<file path="src/verilog/kmgc_regs.svh">
`ifndef KMGC_REGS_SVH
`define KMGC_REGS_SVH

// ==========================================
// Register indices, byte address = 4 * index
`define KMGC_IDX_PULLUP      7'h4E
`define KMGC_IDX_FUNC_DIR    7'h4F
`define KMGC_IDX_KEY_MASK    7'h50
`define KMGC_IDX_COL_MASK    7'h51
`define KMGC_IDX_PENDING     7'h10
`define KMGC_IDX_STATUS      7'h11
`define KMGC_IDX_LINE_OUT    7'h52
`define KMGC_IDX_LINE_IN     7'h53
`define KMGC_IDX_IRQ_STAT    7'h60
`define KMGC_IDX_IRQ_MASK    7'h61

// ==========================================
// Field positions
`define KMGC_ALT_SEL_MSB     15
`define KMGC_ALT_SEL_LSB     8
`define KMGC_DIR_MSB         7
`define KMGC_DIR_LSB         0
`define KMGC_COL_MSB         15
`define KMGC_COL_LSB         12
`define KMGC_PU_MSB          15
`define KMGC_PU_LSB          8
`define KMGC_IRQ_KEY_BIT     0
`define KMGC_IRQ_LINE_BIT    1
`define KMGC_ROWS            4
`define KMGC_ADDR_LSB        2

// ==========================================
// Reset values
`define KMGC_RST_WORD        16'h0000
`define KMGC_RST_LINE        8'h00
`define KMGC_RST_COL         4'h0
`define KMGC_RST_IRQ         2'h0
`define KMGC_RST_DATA        32'h0000_0000

`endif

</file>
<file path="src/verilog/kmgc_pkg.sv">
package kmgc_pkg;
   typedef logic [15:0] kmgc_word_t;
   typedef logic [7:0]  kmgc_line_t;
   typedef logic [1:0]  kmgc_irq_t;
   typedef enum {
      KMGC_SEL_NONE,
      KMGC_SEL_PULLUP,
      KMGC_SEL_FUNC_DIR,
      KMGC_SEL_KEY_MASK,
      KMGC_SEL_COL_MASK,
      KMGC_SEL_PENDING,
      KMGC_SEL_STATUS,
      KMGC_SEL_LINE_OUT,
      KMGC_SEL_LINE_IN,
      KMGC_SEL_IRQ_STAT,
      KMGC_SEL_IRQ_MASK
   } kmgc_reg_sel_t;
endpackage : kmgc_pkg

</file>
<file path="src/verilog/kmgc_sync.sv">
`timescale 1ns/1ps
module kmgc_sync #(
   parameter int WIDTH = 8
) (
   input  wire logic             I_CLK_SYS,
   input  wire logic             I_RESET,
   input  wire logic [WIDTH-1:0] i_d,
   output logic      [WIDTH-1:0] o_q
);
   // ==========================================
   // Two stages per bit; first stage feeds only the second
   genvar b;
   generate
      for (b = 0; b < WIDTH; b++) begin : g_bit
         logic meta_reg;
         logic sync_reg;
         always_ff @(posedge I_CLK_SYS or posedge I_RESET) begin
            if (I_RESET) begin
               meta_reg <= 1'b0;
               sync_reg <= 1'b0;
            end else begin
               meta_reg <= i_d[b];
               sync_reg <= meta_reg;
            end
         end
         assign o_q[b] = sync_reg;
      end
   endgenerate
endmodule : kmgc_sync

</file>
<file path="src/verilog/kmgc_cfg_regs.sv">
// The Avalon-MM interface to the registers was left to the implementer.
`timescale 1ns/1ps
`include "kmgc_regs.svh"

module kmgc_cfg_regs (
   input  wire logic                I_CLK_SYS,
   input  wire logic                I_RESET,
   input  wire logic [8:0]          I_AVS_ADDRESS,
   input  wire logic                I_AVS_READ,
   input  wire logic                I_AVS_WRITE,
   input  wire logic [31:0]         I_AVS_WRITEDATA,
   input  wire logic [3:0]          I_AVS_BYTEENABLE,
   output logic      [31:0]         O_AVS_READDATA,
   output logic                     O_AVS_WAITREQUEST,
   input  wire kmgc_pkg::kmgc_word_t I_SCAN_KEYS,
   input  wire logic                I_SCAN_VALID,
   input  wire kmgc_pkg::kmgc_line_t I_SCAN_LINE_OUT,
   input  wire kmgc_pkg::kmgc_line_t I_SCAN_LINE_OE,
   input  wire kmgc_pkg::kmgc_line_t I_LINE_IN,
   output kmgc_pkg::kmgc_line_t      O_LINE_OUT,
   output kmgc_pkg::kmgc_line_t      O_LINE_OE,
   output kmgc_pkg::kmgc_line_t      O_LINE_SYNC,
   output kmgc_pkg::kmgc_line_t      O_KEYPAD_SEL,
   output kmgc_pkg::kmgc_line_t      O_PULLUP_EN,
   output kmgc_pkg::kmgc_word_t      O_STATUS_DATA,
   output kmgc_pkg::kmgc_word_t      O_PENDING_DATA,
   output logic                     O_IRQ
);
   import kmgc_pkg::*;

   localparam int LINES = 8;
   localparam int COLS  = 4;

   // ==========================================
   // Pin input synchroniser
   kmgc_line_t    line_sync;

   kmgc_sync #(
      .WIDTH (LINES)
   ) u_line_sync (
      .I_CLK_SYS (I_CLK_SYS),
      .I_RESET   (I_RESET),
      .i_d       (I_LINE_IN),
      .o_q       (line_sync)
   );

   // ==========================================
   // State declarations
   logic          ack_reg;
   logic          ack_next;
   logic [31:0]   rdata_reg;
   logic [31:0]   rdata_next;

   kmgc_line_t    pullup_dis_reg;
   kmgc_line_t    pullup_dis_next;
   kmgc_word_t    func_dir_reg;
   kmgc_word_t    func_dir_next;
   kmgc_word_t    key_mask_reg;
   kmgc_word_t    key_mask_next;
   logic [3:0]    col_mask_reg;
   logic [3:0]    col_mask_next;
   kmgc_line_t    line_out_reg;
   kmgc_line_t    line_out_next;
   kmgc_irq_t     irq_mask_reg;
   kmgc_irq_t     irq_mask_next;

   kmgc_word_t    status_reg;
   kmgc_word_t    status_next;
   kmgc_word_t    pending_reg;
   kmgc_word_t    pending_next;
   kmgc_irq_t     irq_stat_reg;
   kmgc_irq_t     irq_stat_next;
   kmgc_line_t    line_prev_reg;
   kmgc_line_t    line_prev_next;

   kmgc_reg_sel_t sel;
   logic [6:0]    idx;
   logic          word_ok;
   logic          wr_fire;
   logic [15:0]   wmask;
   logic [15:0]   wdata;
   kmgc_word_t    rd_word;
   kmgc_word_t    col_keys;
   kmgc_line_t    alt_sel;
   kmgc_line_t    dir;
   kmgc_irq_t     events;
   logic          bus_req;
   logic          rd_take;
   kmgc_word_t    key_live;
   kmgc_word_t    status_hold;
   kmgc_line_t    line_change;
   kmgc_line_t    gpio_out;
   kmgc_line_t    gpio_oe;

   // ==========================================
   // Address decode
   assign idx     = I_AVS_ADDRESS[8:`KMGC_ADDR_LSB];
   assign word_ok = (I_AVS_ADDRESS[`KMGC_ADDR_LSB-1:0] == 2'h0);
   assign wdata   = I_AVS_WRITEDATA[15:0];
   assign wmask   = {{8{I_AVS_BYTEENABLE[1]}}, {8{I_AVS_BYTEENABLE[0]}}};

   always_comb begin
      sel = KMGC_SEL_NONE;
      if (word_ok) begin
         unique case (idx)
            `KMGC_IDX_PULLUP:   sel = KMGC_SEL_PULLUP;
            `KMGC_IDX_FUNC_DIR: sel = KMGC_SEL_FUNC_DIR;
            `KMGC_IDX_KEY_MASK: sel = KMGC_SEL_KEY_MASK;
            `KMGC_IDX_COL_MASK: sel = KMGC_SEL_COL_MASK;
            `KMGC_IDX_PENDING:  sel = KMGC_SEL_PENDING;
            `KMGC_IDX_STATUS:   sel = KMGC_SEL_STATUS;
            `KMGC_IDX_LINE_OUT: sel = KMGC_SEL_LINE_OUT;
            `KMGC_IDX_LINE_IN:  sel = KMGC_SEL_LINE_IN;
            `KMGC_IDX_IRQ_STAT: sel = KMGC_SEL_IRQ_STAT;
            `KMGC_IDX_IRQ_MASK: sel = KMGC_SEL_IRQ_MASK;
            default:            sel = KMGC_SEL_NONE;
         endcase
      end
   end

   // ==========================================
   // Read mux, reserved bits zero
   always_comb begin
      rd_word = `KMGC_RST_WORD;
      unique case (sel)
         KMGC_SEL_PULLUP: begin
            rd_word[`KMGC_PU_MSB:`KMGC_PU_LSB] = pullup_dis_reg;
         end
         KMGC_SEL_FUNC_DIR: begin
            rd_word = func_dir_reg;
         end
         KMGC_SEL_KEY_MASK: begin
            rd_word = key_mask_reg;
         end
         KMGC_SEL_COL_MASK: begin
            rd_word[`KMGC_COL_MSB:`KMGC_COL_LSB] = col_mask_reg;
         end
         KMGC_SEL_PENDING: begin
            rd_word = pending_reg;
         end
         KMGC_SEL_STATUS: begin
            rd_word = status_reg;
         end
         KMGC_SEL_LINE_OUT: begin
            rd_word[LINES-1:0] = line_out_reg;
         end
         KMGC_SEL_LINE_IN: begin
            rd_word[LINES-1:0] = line_sync;
         end
         KMGC_SEL_IRQ_STAT: begin
            rd_word[1:0] = irq_stat_reg;
         end
         KMGC_SEL_IRQ_MASK: begin
            rd_word[1:0] = irq_mask_reg;
         end
         KMGC_SEL_NONE: begin
            rd_word = `KMGC_RST_WORD;
         end
      endcase
   end

   // ==========================================
   // Avalon handshake: one wait cycle, then answer
   assign bus_req = I_AVS_READ | I_AVS_WRITE;
   // Read data captured in the wait cycle so it stands when waitrequest drops
   assign rd_take = I_AVS_READ & ~ack_reg;

   always_comb begin
      ack_next   = bus_req & ~ack_reg;
      rdata_next = rdata_reg;
      if (rd_take) begin
         rdata_next = {16'h0000, rd_word};
      end
   end

   always_ff @(posedge I_CLK_SYS or posedge I_RESET) begin
      if (I_RESET) begin
         ack_reg   <= 1'b0;
         rdata_reg <= `KMGC_RST_DATA;
      end else begin
         ack_reg   <= ack_next;
         rdata_reg <= rdata_next;
      end
   end

   assign O_AVS_WAITREQUEST = bus_req & ~ack_reg;
   assign O_AVS_READDATA    = rdata_reg;
   // Write lands on the same edge the master sees waitrequest low
   assign wr_fire           = I_AVS_WRITE & ack_reg;

   // ==========================================
   // Configuration registers
   always_comb begin
      pullup_dis_next = pullup_dis_reg;
      func_dir_next   = func_dir_reg;
      key_mask_next   = key_mask_reg;
      col_mask_next   = col_mask_reg;
      line_out_next   = line_out_reg;
      irq_mask_next   = irq_mask_reg;
      if (wr_fire) begin
         unique case (sel)
            KMGC_SEL_PULLUP: begin
               // Low byte is dropped; software should write it as zero
               pullup_dis_next = (pullup_dis_reg & ~wmask[`KMGC_PU_MSB:`KMGC_PU_LSB])
                  | (wdata[`KMGC_PU_MSB:`KMGC_PU_LSB]
                     & wmask[`KMGC_PU_MSB:`KMGC_PU_LSB]);
            end
            KMGC_SEL_FUNC_DIR: begin
               func_dir_next = (func_dir_reg & ~wmask) | (wdata & wmask);
            end
            KMGC_SEL_KEY_MASK: begin
               key_mask_next = (key_mask_reg & ~wmask) | (wdata & wmask);
            end
            KMGC_SEL_COL_MASK: begin
               col_mask_next = (col_mask_reg & ~wmask[`KMGC_COL_MSB:`KMGC_COL_LSB])
                  | (wdata[`KMGC_COL_MSB:`KMGC_COL_LSB]
                     & wmask[`KMGC_COL_MSB:`KMGC_COL_LSB]);
            end
            KMGC_SEL_LINE_OUT: begin
               line_out_next = (line_out_reg & ~wmask[LINES-1:0])
                  | (wdata[LINES-1:0] & wmask[LINES-1:0]);
            end
            KMGC_SEL_IRQ_MASK: begin
               irq_mask_next = (irq_mask_reg & ~wmask[1:0]) | (wdata[1:0] & wmask[1:0]);
            end
            default: begin
               irq_mask_next = irq_mask_reg;
            end
         endcase
      end
   end

   always_ff @(posedge I_CLK_SYS or posedge I_RESET) begin
      if (I_RESET) begin
         pullup_dis_reg <= `KMGC_RST_LINE;
         func_dir_reg   <= `KMGC_RST_WORD;
         key_mask_reg   <= `KMGC_RST_WORD;
         col_mask_reg   <= `KMGC_RST_COL;
         line_out_reg   <= `KMGC_RST_LINE;
         irq_mask_reg   <= `KMGC_RST_IRQ;
      end else begin
         pullup_dis_reg <= pullup_dis_next;
         func_dir_reg   <= func_dir_next;
         key_mask_reg   <= key_mask_next;
         col_mask_reg   <= col_mask_next;
         line_out_reg   <= line_out_next;
         irq_mask_reg   <= irq_mask_next;
      end
   end

   // ==========================================
   // Column mask spread over its four keys
   genvar c;
   generate
      for (c = 0; c < COLS; c++) begin : g_col
         assign col_keys[c*`KMGC_ROWS +: `KMGC_ROWS] = {`KMGC_ROWS{col_mask_reg[c]}};
      end
   endgenerate

   // ==========================================
   // Line function, direction and pullup
   assign alt_sel = func_dir_reg[`KMGC_ALT_SEL_MSB:`KMGC_ALT_SEL_LSB];
   assign dir     = func_dir_reg[`KMGC_DIR_MSB:`KMGC_DIR_LSB];
   // Open collector only ever pulls low when the pullup is off
   assign gpio_out = line_out_reg & ~pullup_dis_reg;
   assign gpio_oe  = dir & (~pullup_dis_reg | ~line_out_reg);

   genvar n;
   generate
      for (n = 0; n < LINES; n++) begin : g_line
         // Keypad lines stay with the scanner until software claims them
         always_comb begin
            if (alt_sel[n]) begin
               O_LINE_OUT[n] = gpio_out[n];
               O_LINE_OE[n]  = gpio_oe[n];
            end else begin
               O_LINE_OUT[n] = I_SCAN_LINE_OUT[n];
               O_LINE_OE[n]  = I_SCAN_LINE_OE[n];
            end
         end
      end
   endgenerate

   assign O_KEYPAD_SEL = ~alt_sel;
   assign O_PULLUP_EN  = ~pullup_dis_reg;
   assign O_LINE_SYNC  = line_sync;

   // ==========================================
   // Scan data, events and interrupt status
   // Key mask only freezes status; pending and interrupt follow the column mask
   assign key_live    = I_SCAN_KEYS & ~col_keys;
   assign status_hold = col_keys | key_mask_reg;
   // Only lines set up as GPIO inputs raise a change event
   assign line_change = (line_sync ^ line_prev_reg) & alt_sel & ~dir;

   always_comb begin
      events         = `KMGC_RST_IRQ;
      status_next    = status_reg;
      pending_next   = pending_reg;
      line_prev_next = line_sync;
      if (I_SCAN_VALID) begin
         pending_next = (pending_reg & col_keys) | key_live;
         status_next  = (status_reg & status_hold)
                        | (I_SCAN_KEYS & ~status_hold);
         events[`KMGC_IRQ_KEY_BIT] = |key_live;
      end
      events[`KMGC_IRQ_LINE_BIT] = |line_change;
      irq_stat_next = irq_stat_reg;
      if (wr_fire && (sel == KMGC_SEL_IRQ_STAT)) begin
         irq_stat_next = irq_stat_reg & ~(wdata[1:0] & wmask[1:0]);
      end
      // Set beats clear in the same cycle
      irq_stat_next = irq_stat_next | events;
   end

   always_ff @(posedge I_CLK_SYS or posedge I_RESET) begin
      if (I_RESET) begin
         status_reg    <= `KMGC_RST_WORD;
         pending_reg   <= `KMGC_RST_WORD;
         irq_stat_reg  <= `KMGC_RST_IRQ;
         line_prev_reg <= `KMGC_RST_LINE;
      end else begin
         status_reg    <= status_next;
         pending_reg   <= pending_next;
         irq_stat_reg  <= irq_stat_next;
         line_prev_reg <= line_prev_next;
      end
   end

   assign O_STATUS_DATA  = status_reg;
   assign O_PENDING_DATA = pending_reg;
   assign O_IRQ          = |(irq_stat_reg & irq_mask_reg);

endmodule : kmgc_cfg_regs

</file>
<file path="config.mk">
export PLATFORM = sky130hd
export DESIGN_NAME = kmgc_cfg_regs
export DESIGN_NICKNAME = d
export VERILOG_FILES = /design/src/verilog/kmgc_pkg.sv /design/src/verilog/kmgc_sync.sv /design/src/verilog/kmgc_cfg_regs.sv
export VERILOG_INCLUDE_DIRS = /design/src /design/src/verilog
export SDC_FILE = /design/constraint.sdc
export NUM_CORES = 1
export LEC_CHECK = 0
export ABC_AREA = 1
export BUFFER_PORTS_ARGS = -buffer_cell sky130_fd_sc_hd__buf_2
export CAP_MARGIN = 40
export CORE_UTILIZATION = 41
export DETAILED_ROUTE_END_ITERATION = 8
export PLACE_DENSITY_LB_ADDON = 0.3
export SLEW_MARGIN = 25
export SYNTH_ARGS = -nofsm -noshare
export SYNTH_HDL_FRONTEND = slang
export SYNTH_HIERARCHICAL = 1
export SYNTH_SLANG_ARGS = --single-unit
</file>
<file path="constraint.sdc">
create_clock -name I_CLK_SYS -period 4.18 [get_ports I_CLK_SYS]
set_clock_uncertainty 0.05 [all_clocks]
set_input_delay 0.627 -clock I_CLK_SYS [delete_from_list [all_inputs] [get_ports I_CLK_SYS]]
set_output_delay 0.627 -clock I_CLK_SYS [all_outputs]
set_load 0.01 [all_outputs]
</file>
==> results.txt, run 1 <==
The run finished with clean final reports. The maximum VDD drop came out at ~0.0003 V. The final instance count without filler cells is about 1200. The die is ~130 um tall. The count of nets left with antenna violations once routing finished came out at 0.

The biggest fanout along the worst timing path came out at 12. For this design the static power due to leakage is just over 4 nW. Counting distinct cell types in the post-synthesis netlist gives 36.

The final antenna diode count is 0. The transition time of the tightest slew-check pin is 756.3 ps. The worst setup path is captured at a register.

In this run the tightest slew margin relative to its limit is 49.53%. STA classifies the critical path startpoint as a primary input. By count the netlist is led by nand2_1, dfrtp_1, nor2_1, inv_1. The total length of routed wires is between 15 and 20 mm. The register bit count reported by yosys is approximately 130. The number of enable-type register cells in the synthesized netlist is 0. The count of final max-slew check failures came out at 0. The final cycle utilization of the critical path came out at 62.26%. The number of cells after detailed placement came out at about 1200. After clock tree synthesis, the clock-pin slew on the worst setup and hold paths is 60 ps. The per-cell via count in the routed design is just under 5. Setup total negative slack on the finished layout was measured at 0 ps. Entering global routing, the biggest net connects 54 pins. The first-pass detailed-route iteration total is 5. The number of hold buffers added after CTS was 0. The insertion delay of the later-clocked pin in the worst-skew pair came out at about 420 ps. The first-pass GRT wire length is 30.17 mm. The area share of the leading cell type in the synthesized netlist is about half. The total setup violations reported at the end of the flow is 0. Summing all non-filler instances in the final layout gives an area of 7914 um^2. In the synthesized netlist the dominant register cell turns out to be dfrtp_1. CTS saw 129 sinks. The initialized floorplan defines 45 standard-cell rows. The final critical path time including I/O delays and setup is ~2600 ps. Data on the critical path is required at its endpoint by between 4000 and 5000 ps. The biggest area contributor in the post-synthesis netlist is dfrtp_1. The area of the die is about 16000 um^2. Once the floorplan was initialized, standard cells occupied approximately 42% of the core.

The number of hold violations in the final report is 0. The post-synthesis sequential area ratio is approximately half. Summing over every cut layer, the via total after detailed routing is ~6000. The number of remaining DRC errors is 0.

The number of antenna violations at the first check in global routing was 0. The data arrival at the endpoint of the critical path came out at about 2900 ps. The CTS tree is built. The type of the most critical hold path is primary input to async pin. The die is 127.8 um wide. The per-instance average area after synthesis came out at approximately 7.7 um^2. The number of port buffers came out at 161.

CTS placed an instance of clkbuf_16 at the clock tree root. After clock tree synthesis, the setup repair step added 0 buffers. The floorplan step defined a core boundary enclosing about 15000 um^2. The yosys synthesis warning count came out at 6.

The async set-reset flop share out of synthesis came out at 100.0%. In this run the cell area measured after placement is roughly 7400 um^2. The number of violations of the max-capacitance limit is 0.

The global placer's final weighted congestion is about 0.87. Setup repair after global routing left no endpoint under its margin. Dividing total power by cell area gives a power density of 390.2 nW/um^2. The final HPWL from detailed placement came out at around 15 mm. The post-layout net count is about 1100. Yosys instantiated no cell more often than nand2_1. The largest buffer count on any clock path is 2. The number of buffers inserted during clock tree synthesis is 17.

The overflow left after global routing is 0. The post-synthesis instance area is around 6500 um^2. The number of cells upsized or downsized after cts came out at 0.

For this run, the total global-route usage over all layers was measured as 24.63%. In this run the count of I/O pins placed on the die edge is between 150 and 200. The routed wire length per instance is 15.66 um. By startpoint and endpoint, the worst setup path is classified as primary input to register. By area the synthesized netlist is led by dfrtp_1, nand2_1, nor2_1. The maximum level of the CTS H-tree came out at 4. The detailed router finished its first iteration with about 560 violations.

The gate count of the mapped netlist came out at 842. The share of layout cells above drive strength 1 came out at between 20 and 25%. The area added between synthesis and finish is 21.89%.

The timing-limited maximum frequency came out at a little under 400 MHz. The via count of the first global-routing pass came to ~5500.
==> routing by layer <==
layer  vias up  wire length [um]  track usage (%)
met5         -                 0                0
met4         0               462            8.443
met1      2799              8989            35.32
met3        31              1391            5.384
met2       246              8273            36.80
li1       2955                 -                -
==> per-stage QoR <==
stage	total power (W)	setup WS [ps]	utilization [%]	hold WS [ps]
final	0.003088	1578	51.67	99.59
after global routing	0.003211	1325	51.67	107.9
after CTS	0.003101	1636	51.67	100.5
after detailed placement	0.001757	1213	48.12	285.5
after global placement	0.001747	1261	47.94	281.5
after floorplan	0.001594	515.6	-	281.2
==> path summary, 6_finish.rpt <==
| check | startpoint | cells past startpoint | to | slack [ps] |
|---|---|---|---|---|
| max in group asynchronous | I_RESET | 3 | async pin | 3380 |
| min reg2reg | u_line_sync/g_bit[4].meta_reg$_DFF_PP0_ | 0 | u_line_sync/g_bit[4].sync_reg$_DFF_PP0_ | 300 |
| max reg2reg | ack_reg$_DFF_PP0_ | 5 | register | 2400 |
| max | I_AVS_ADDRESS[2] | 14 | O_AVS_READDATA[9]$_DFFE_PP0P_ | 1580 |
| min | I_RESET | 2 | line_prev_reg[1]$_DFF_PP0_ | 100 |
| min in group I_CLK_SYS | I_LINE_IN[7] | 1 | u_line_sync/g_bit[7].meta_reg$_DFF_PP0_ | 260 |
==> critical path, cell delays in order <==
cell and delay, ps:
buf_2 120, nor2_1 130, nand2_1 120, inv_2 80, nand2_1 70, nand2_2 80
inv_2 40, nand2_4 70, nand2_2 190, nor2_2 570, nand2_1 230, o21ai_0 330
nor2_1 80, a21oi_1 140
==> cell families after synthesis <==
kind of cell           synth area share [%]
XOR/XNOR                             0.1349
AND/OR/NAND/NOR                       29.64
AO/OA/AOI/OAI                         10.54
buffers and inverters                 9.906
other                               0.05776
flip-flops                            49.72
==> area by class of cell <==
type                    count  area, um^2
repair buffers            165       855.8
inverters                  91       344.1
fillers                  1524        7401
well taps                 211       264.0
multi-input cells         593        2678
clock buffers              22       484.2
flip-flops and latches    129        3228
clock inverters            10       60.06
==> layout by cell type (no fill, tap or decap), types with 5 or more instances in the layout <==
cell type / count
inv_1: 85
conb_1: 16
clkbuf_16: 17
nor2_1: 116
nand2_1: 250
nand3_1: 38
o21ai_0: 42
a21oi_1: 36
o21ai_1: 42
buf_2: 161
clkinv_2: 6
inv_2: 5
nand4_1: 10
dfrtp_1: 129
nand2_2: 7
==> where the power goes <==
| part | leakage (nW) | total (W) | internal [W] | switching [W] |
|---|---|---|---|---|
| Sequential | 1.63 | 0.00139 | 0.00132 | 0.0000649 |
| Clock | 0.263 | 0.00135 | 0.000812 | 0.000540 |
| Combinational | 2.22 | 0.000346 | 0.000127 | 0.000219 |
(Power assumes the default switching activity.)
==> run 2, diff against run 1 <==
Clock period 4.18 ns to 2.3 ns, I/O delays scaled along.
==> results.txt, run 2 (synthesis gave the netlist of run 1 again) <==
The run finished with clean final reports. The maximum level of the CTS H-tree is 4 (unchanged). Compared with the post-synthesis result, the final layout area differs by 27.83%. The die extent in y came out at 127.8 um (unchanged). The transition time of the tightest slew-check pin came out at 602.6 ps (-153.7 ps).

The largest net degree at the start of global routing came out at 36 (-33%). Walking the worst path, the cells encountered are inv_1 -> o21ai_0 -> o21ai_0 -> buf_2. The cell area after layout came to 8299 um^2 (+4.9%). The placeable core region was 15310 um^2 (unchanged). The origin of the critical flop-to-flop path is ack_reg$_DFF_PP0_.

The stage delay of the slowest cell on the critical path is 370 ps (-200 ps). The library cells used most frequently in the layout, excluding fill and tap cells, are nand2_1, buf_2, dfrtp_1. In this run the worst hold path is classified as primary input to register. The final-layout fill cell count is 1472 (-3.4%). The area of combinational cells with multiple inputs was 2678 um^2 (unchanged). The share of layout cells above drive strength 1 came out at 23.14% (+0.66 points). The I/O pin count is 196 (unchanged). The cell with the largest stage delay on the worst path is dfrtp_1. The accumulated negative setup slack is 0 ps (unchanged).

The number of buffers inserted during clock tree synthesis came out at 17 (unchanged). The total routing resource utilization after global routing came out at 24.25% (-0.39 points). The post-layout net count is 1110 (+2.1%). The number of clock sinks is 129 (unchanged).

The number of placement rows is 45 (unchanged). The combinational share of power is 10.1% (-1.1 points). The routed wire length per instance is 15.36 um (-1.9%). The number of violations of the max-capacitance limit is 0 (unchanged). The number of cells on the worst reg-to-reg path came out at 5 (unchanged). The first-iteration detailed-routing DRC count is 514 (-7.9%). The critical path is of the register to output port type. The final instance count without filler cells is 1244 (+1.9%). The post-detailed-route count of antenna-violating nets came out at 0 (unchanged). TritonCTS built the clock tree.

The number of port buffers came out at 161 (unchanged). The biggest fanout along the worst timing path came out at 3 (-9). The number of hold violations in the final report is 0 (unchanged). The maximum VDD drop came out at 0.0004975 V (+65%).

The net switching share of the total power came out at 23.35% (-3.3 points). The final cycle utilization of the critical path came out at around 78%. The final HPWL from detailed placement came to 14.84 mm (+1.9%). The area of all sequential standard cells is 3228 um^2 (unchanged). The per-cell via count in the routed design is 4.953 (+0.27%). The worst setup slack for register-to-register paths came to 650 ps (-1750 ps). The final critical path time including I/O delays and setup came out at 1783 ps. The area of the die came out at 16340 um^2 (unchanged).

The most frequent cell on the critical path is o21ai_0. The start point of the worst hold path is I_SCAN_KEYS[4]. The data arrival at the endpoint of the critical path was 1390 ps (-1500 ps).

The via count of the first global-routing pass is 5440 (-1.9%). The count of final max-slew check failures was 0 (unchanged). The first-pass GRT wire length came out at 29.49 mm (-2.2%). The endpoint required time on the critical path came out at 1900 ps (-2570 ps). Setup repair after global routing left no endpoint under its margin. The internal power summed over all cells came to 0.004885 W (+120%). The number of cells upsized or downsized after cts is 0 (unchanged). STA classifies the critical path startpoint as a register.

The total setup violations reported at the end of the flow came to 0 (unchanged). The hold buffer count at cts came to 9 (+9). The cell at the root of the clock tree is clkbuf_16.

The number of buffers inserted to repair setup after CTS is 0 (unchanged). The overflow left after global routing came out at 0 (unchanged). The worst-case hold slack is 123.1 ps (+23.49 ps). The share of power burned in the clock network came to 50.2% (+6.4 points). The effective utilization at floorplan is 42.39% (unchanged). The total length of routed wires is 19.11 mm (about the same). The leakage power was 4.302 nW (+4.5%). The kind of capture point of the worst setup path is an output port. The global placer's final weighted congestion is 0.8953 (+3.3%). The die boundary width came out at 127.8 um (unchanged). The timing-limited maximum frequency came out at roughly 560 MHz. The number of antenna violations at the first check in global routing is 0 (unchanged). The power per standard cell area is 767.8 nW/um^2 (+97%). The largest buffer count on any clock path came out at 2 (unchanged).

The library cell used most frequently in the layout, excluding fill and tap cells, is nand2_1. The placement-stage cell area came out at 7486 um^2 (+1.6%). The insertion delay of the later-clocked pin in the worst-skew pair came out at 420 ps (about the same). The final antenna diode count is 0 (unchanged). The number of cells after detailed placement is 1202 (+1.1%). The switching power of the nets was 0.001488 W (+81%). The number of remaining DRC errors came out at 0 (unchanged). The sequential share of power is 39.7% (-5.3 points).

The overall via count from detail_route came out at 6161 (+2.2%). The worst hold path cell count came out at 3. The first-pass detailed-route iteration total is 6 (+1).

The worst max-slew margin expressed relative to the limit is 59.30% (+9.8 points). The clock transition at the registers of the reported paths is 50 ps (about the same).
run 2: critical path: cells and delay by family (launching register included):
kind            cells  cell delay (ps)
flops               1              370
compound gates      2              270
buf+inv             2              330
run 2: how the worst max path moves through the flow:
stage | slack (ps) | start | cells after the start | to
2_1_floorplan | 530 | I_RESET | 1 | O_AVS_READDATA[0]$_DFFE_PP0P_
3_3_place_gp | 170 | I_AVS_ADDRESS[5] | 13 | O_AVS_READDATA[6]$_DFFE_PP0P_
3_5_place_dp | 140 | I_AVS_ADDRESS[3] | 13 | O_AVS_READDATA[6]$_DFFE_PP0P_
4_1_cts | 510 | register | 4 | O_LINE_OE[5]
5_1_grt | 330 | I_AVS_ADDRESS[3] | 13 | O_AVS_READDATA[6]$_DFFE_PP0P_
6_report | 520 | register | 4 | O_LINE_OE[5]
run 2: final cells by class:
type,count,area share [%]
Sequential cell,129,38.90
Multi-Input combinational cell,593,32.26
Timing Repair Buffer,188,13.03
Clock buffer,23,5.759
Inverter,91,4.161
Tap cell,211,3.181
Clock inverter,9,2.714
run 2: routing by layer:
metal / routed length (um) / GRT usage, %
met1: 8631 / 34.44
met2: 8314 / 35.87
met3: 1706 / 6.344
met4: 462 / 8.235
met5: 0 / 0
run 2: power by group through the flow:
stage	clock network, W	registers [W]	logic, W
after floorplan	0	0.00257	0.000331
after global placement	0	0.00256	0.000622
after detailed placement	0	0.00257	0.000633
after CTS	0.00322	0.00253	0.000648
after global routing	0.00333	0.00254	0.000727
final	0.00320	0.00253	0.000646
run 2: metrics by stage:
stage	total power [W]	utilization (%)	setup WS, ps
2_1_floorplan	0.002898	-	533.6
3_3_place_gp	0.003184	48.88	174.0
3_5_place_dp	0.003198	48.88	143.0
4_1_cts	0.006395	54.06	506.7
5_1_grt	0.006600	54.19	331.9
6_report	0.006372	54.19	517.0
==> run 3, diff against run 2 <==
Clock period 2.3 ns to 1.75 ns, I/O delays scaled along.
==> results.txt, run 3 (synthesis gave the netlist of run 1 again) <==
The run finished with clean final reports. The type of the most critical hold path is primary input to register. The global placer's final weighted congestion came out at 0.9491 (+6.0%).

The final antenna diode count is 0 (unchanged). The number of placement rows is 45 (unchanged). The insertion delay of the later-clocked pin in the worst-skew pair was 420 ps (about the same). The endpoint required time on the critical path is 1440 ps (-460 ps). The first-pass detailed-route iteration total came out at 5 (-1). The number of hold violations in the final report is 0 (unchanged).

The most frequent standard cell in the layout excluding fill and tap cells is nand2_1. The largest individual stage delay along the critical path comes from the cell dfrtp_1. The final HPWL from detailed placement was 15.42 mm (+3.9%).

The placement-stage cell area is 7871 um^2 (+5.1%). The number of cells on the worst reg-to-reg path is 5 (unchanged). The sequential share of power came out at 43.5% (+3.8 points). The endpoint identified for the worst register-to-register timing path is irq_stat_reg[1]$_DFF_PP0_. The final-layout fill cell count is 1476 (+0.27%). The die extent in y came to 127.8 um (unchanged). The data arrival at the endpoint of the critical path came out at 1360 ps (-30 ps).

The combined buffer and inverter count along the critical path is 2 (unchanged). The critical path launch point type is a register. The area added between synthesis and finish came out at 31.86%. The number of remaining DRC errors came out at 0 (unchanged).

The critical path goes through inv_1 -> nand3_1 -> nand2_1 -> buf_2. The placeable core region came out at 15310 um^2 (unchanged). TritonCTS built the clock tree. The biggest fanout along the worst timing path is 3 (unchanged). The die boundary width is 127.8 um (unchanged). The overflow left after global routing is 0 (unchanged). The cell area after layout is 8561 um^2 (+3.2%). The count of final max-slew check failures is 0 (unchanged). The total routing resource utilization after global routing is 25.45% (+1.2 points). The area of combinational cells with multiple inputs came out at 2695 um^2 (+0.65%). The library cells used most frequently in the layout, excluding fill and tap cells, are nand2_1, buf_2, dfrtp_1.

The net switching share of the total power is 26.26% (+2.9 points). The per-cell via count in the routed design is 4.902 (-1.0%). The startpoint identified for the worst hold timing path is I_SCAN_KEYS[4]. The switching power of the nets came out at 0.002001 W (+34%). Counting I/O delays and the setup requirement, the final critical path takes around 1700 ps. The worst setup path is captured at an output port. The maximum VDD drop is 0.0006963 V (+40%).

The number of port buffers came out at 161 (unchanged). The largest buffer count on any clock path is 2 (unchanged). The number of violations of the max-capacitance limit came out at 0 (unchanged).

The stage delay of the slowest cell on the critical path was 390 ps (+20 ps). Setup repair after global routing left no endpoint under its margin. The post-layout utilization of the core is 55.90% (+1.7 points). The overall via count from detail_route came out at 6334 (+2.8%). The first-iteration detailed-routing DRC count came out at 524 (+1.9%).

The transition time of the tightest slew-check pin is 625.2 ps (+22.67 ps). The largest net degree at the start of global routing is 114 (+220%). The post-detailed-route count of antenna-violating nets was 0 (unchanged). The final cycle utilization of the critical path is 95.75%. The worst register-to-register path begins at u_line_sync/g_bit[2].sync_reg$_DFF_PP0_. The worst max-slew margin expressed relative to the limit came out at 58.32% (-0.99 points).

The area of all sequential standard cells came out at 3229 um^2 (about the same). The share of layout cells above drive strength 1 is 27.29% (+4.2 points). The via count of the first global-routing pass is 5811 (+6.8%). The total setup violations reported at the end of the flow is 0 (unchanged). The effective utilization at floorplan came out at 42.39% (unchanged). The area of the die is 16340 um^2 (unchanged). The worst setup slack for register-to-register paths is 200 ps (-450 ps). The clock transition at the registers of the reported paths is 60 ps (about the same).

The first-pass GRT wire length is 31.18 mm (+5.7%). The combinational share of power came out at 11.9% (+1.8 points). The total length of routed wires came to 19.71 mm (+3.1%).

The kind of cell with the highest combined delay along the critical path is flip-flops. The timing-limited maximum frequency came out at a little under 600 MHz. The worst setup path category is register to output port. The number of clock sinks is 129 (unchanged). The maximum level of the CTS H-tree came out at 4 (unchanged). The routed wire length per instance is 15.26 um (-0.71%).

The cell at the root of the clock tree is clkbuf_16. The number of antenna violations at the first check in global routing came out at 0 (unchanged). The I/O pin count is 196 (unchanged). The number of buffers inserted during clock tree synthesis was 17 (unchanged). The worst hold path cell count came out at 3 (unchanged).

The leakage power is 4.483 nW (+4.2%). The post-layout net count came out at 1158 (+4.3%). The internal power summed over all cells is 0.005617 W (+15%). The share of power burned in the clock network came out at 44.5% (-5.7 points). The power per standard cell area came out at 889.9 nW/um^2 (+16%). The accumulated negative setup slack is 0 ps (unchanged).
-- run 3: cell types whose count changed in the layout (fill, tap and decap cells not counted), sizes merged --
cell,before,now
clkinv,0,5
buf,179,227
clkinvlp,3,4
bufinv,7,1
-- run 3: metal layers --
metal  up-vias  global-route usage [%]  wire length [um]
met5         -                       0                 0
met4         0                   7.405               205
met3        17                   5.426              1612
met2       280                   38.30              8770
met1      2947                   36.88              9122
li1       3090                       -                 -
-- run 3: final cells by class --
class	count	area share, %
sequential	129	37.72
inverter	91	4.034
timing repair buffer	236	17.03
clock buffer	23	5.700
tap	211	3.084
multi-input combinational	593	31.48
clock inverter	9	0.9500
-- run 3: worst register-to-register path: stages (launching register included) --
cell,delay (ps)
dfrtp_1,450
o21ai_0,240
o22ai_1,100
a2111oi_0,350
buf_4,180
o21ai_0,70
-- run 3: how the worst max path moves through the flow --
stage | start | slack (ps) | to | cells past startpoint
final | register | 70 | O_LINE_OUT[3] | 4
after global routing | I_AVS_ADDRESS[2] | 7 | register | 14
after CTS | register | 40 | O_LINE_OE[5] | 4
after detailed placement | I_AVS_ADDRESS[2] | -290 | O_AVS_READDATA[10]$_DFFE_PP0P_ | 14
after global placement | I_AVS_ADDRESS[2] | -220 | O_AVS_READDATA[13]$_DFFE_PP0P_ | 14
after floorplan | I_RESET | 70 | O_AVS_READDATA[0]$_DFFE_PP0P_ | 1
-- run 3: repair_timing --
action,4_1_cts,5_1_grt
setup buffers,0,1
hold buffers,9,0
endpoints found under the hold margin,24,0
resized for setup,0,10
endpoints found under the setup margin,0,9
-- run 3: power by group through the flow --
stage / combinational [W] / sequential [W] / clock (W)
after floorplan: 0.000434 / 0.00337 / 0
after global placement: 0.000877 / 0.00336 / 0
after detailed placement: 0.000887 / 0.00336 / 0
after CTS: 0.000907 / 0.00331 / 0.00343
after global routing: 0.00101 / 0.00333 / 0.00358
final: 0.000908 / 0.00332 / 0.00339
-- run 3: through the flow --
stage	cells	power (W)	worst slack, ps	hold WS [ps]
final	1292	0.007618	74.42	31.72
after global routing	1292	0.007921	7.349	46.64
after CTS	1291	0.007653	44.35	26.42
after detailed placement	1250	0.004251	-294.9	286.2
after global placement	1250	0.004235	-215.6	282.1
after floorplan	857	0.003809	66.06	126.2
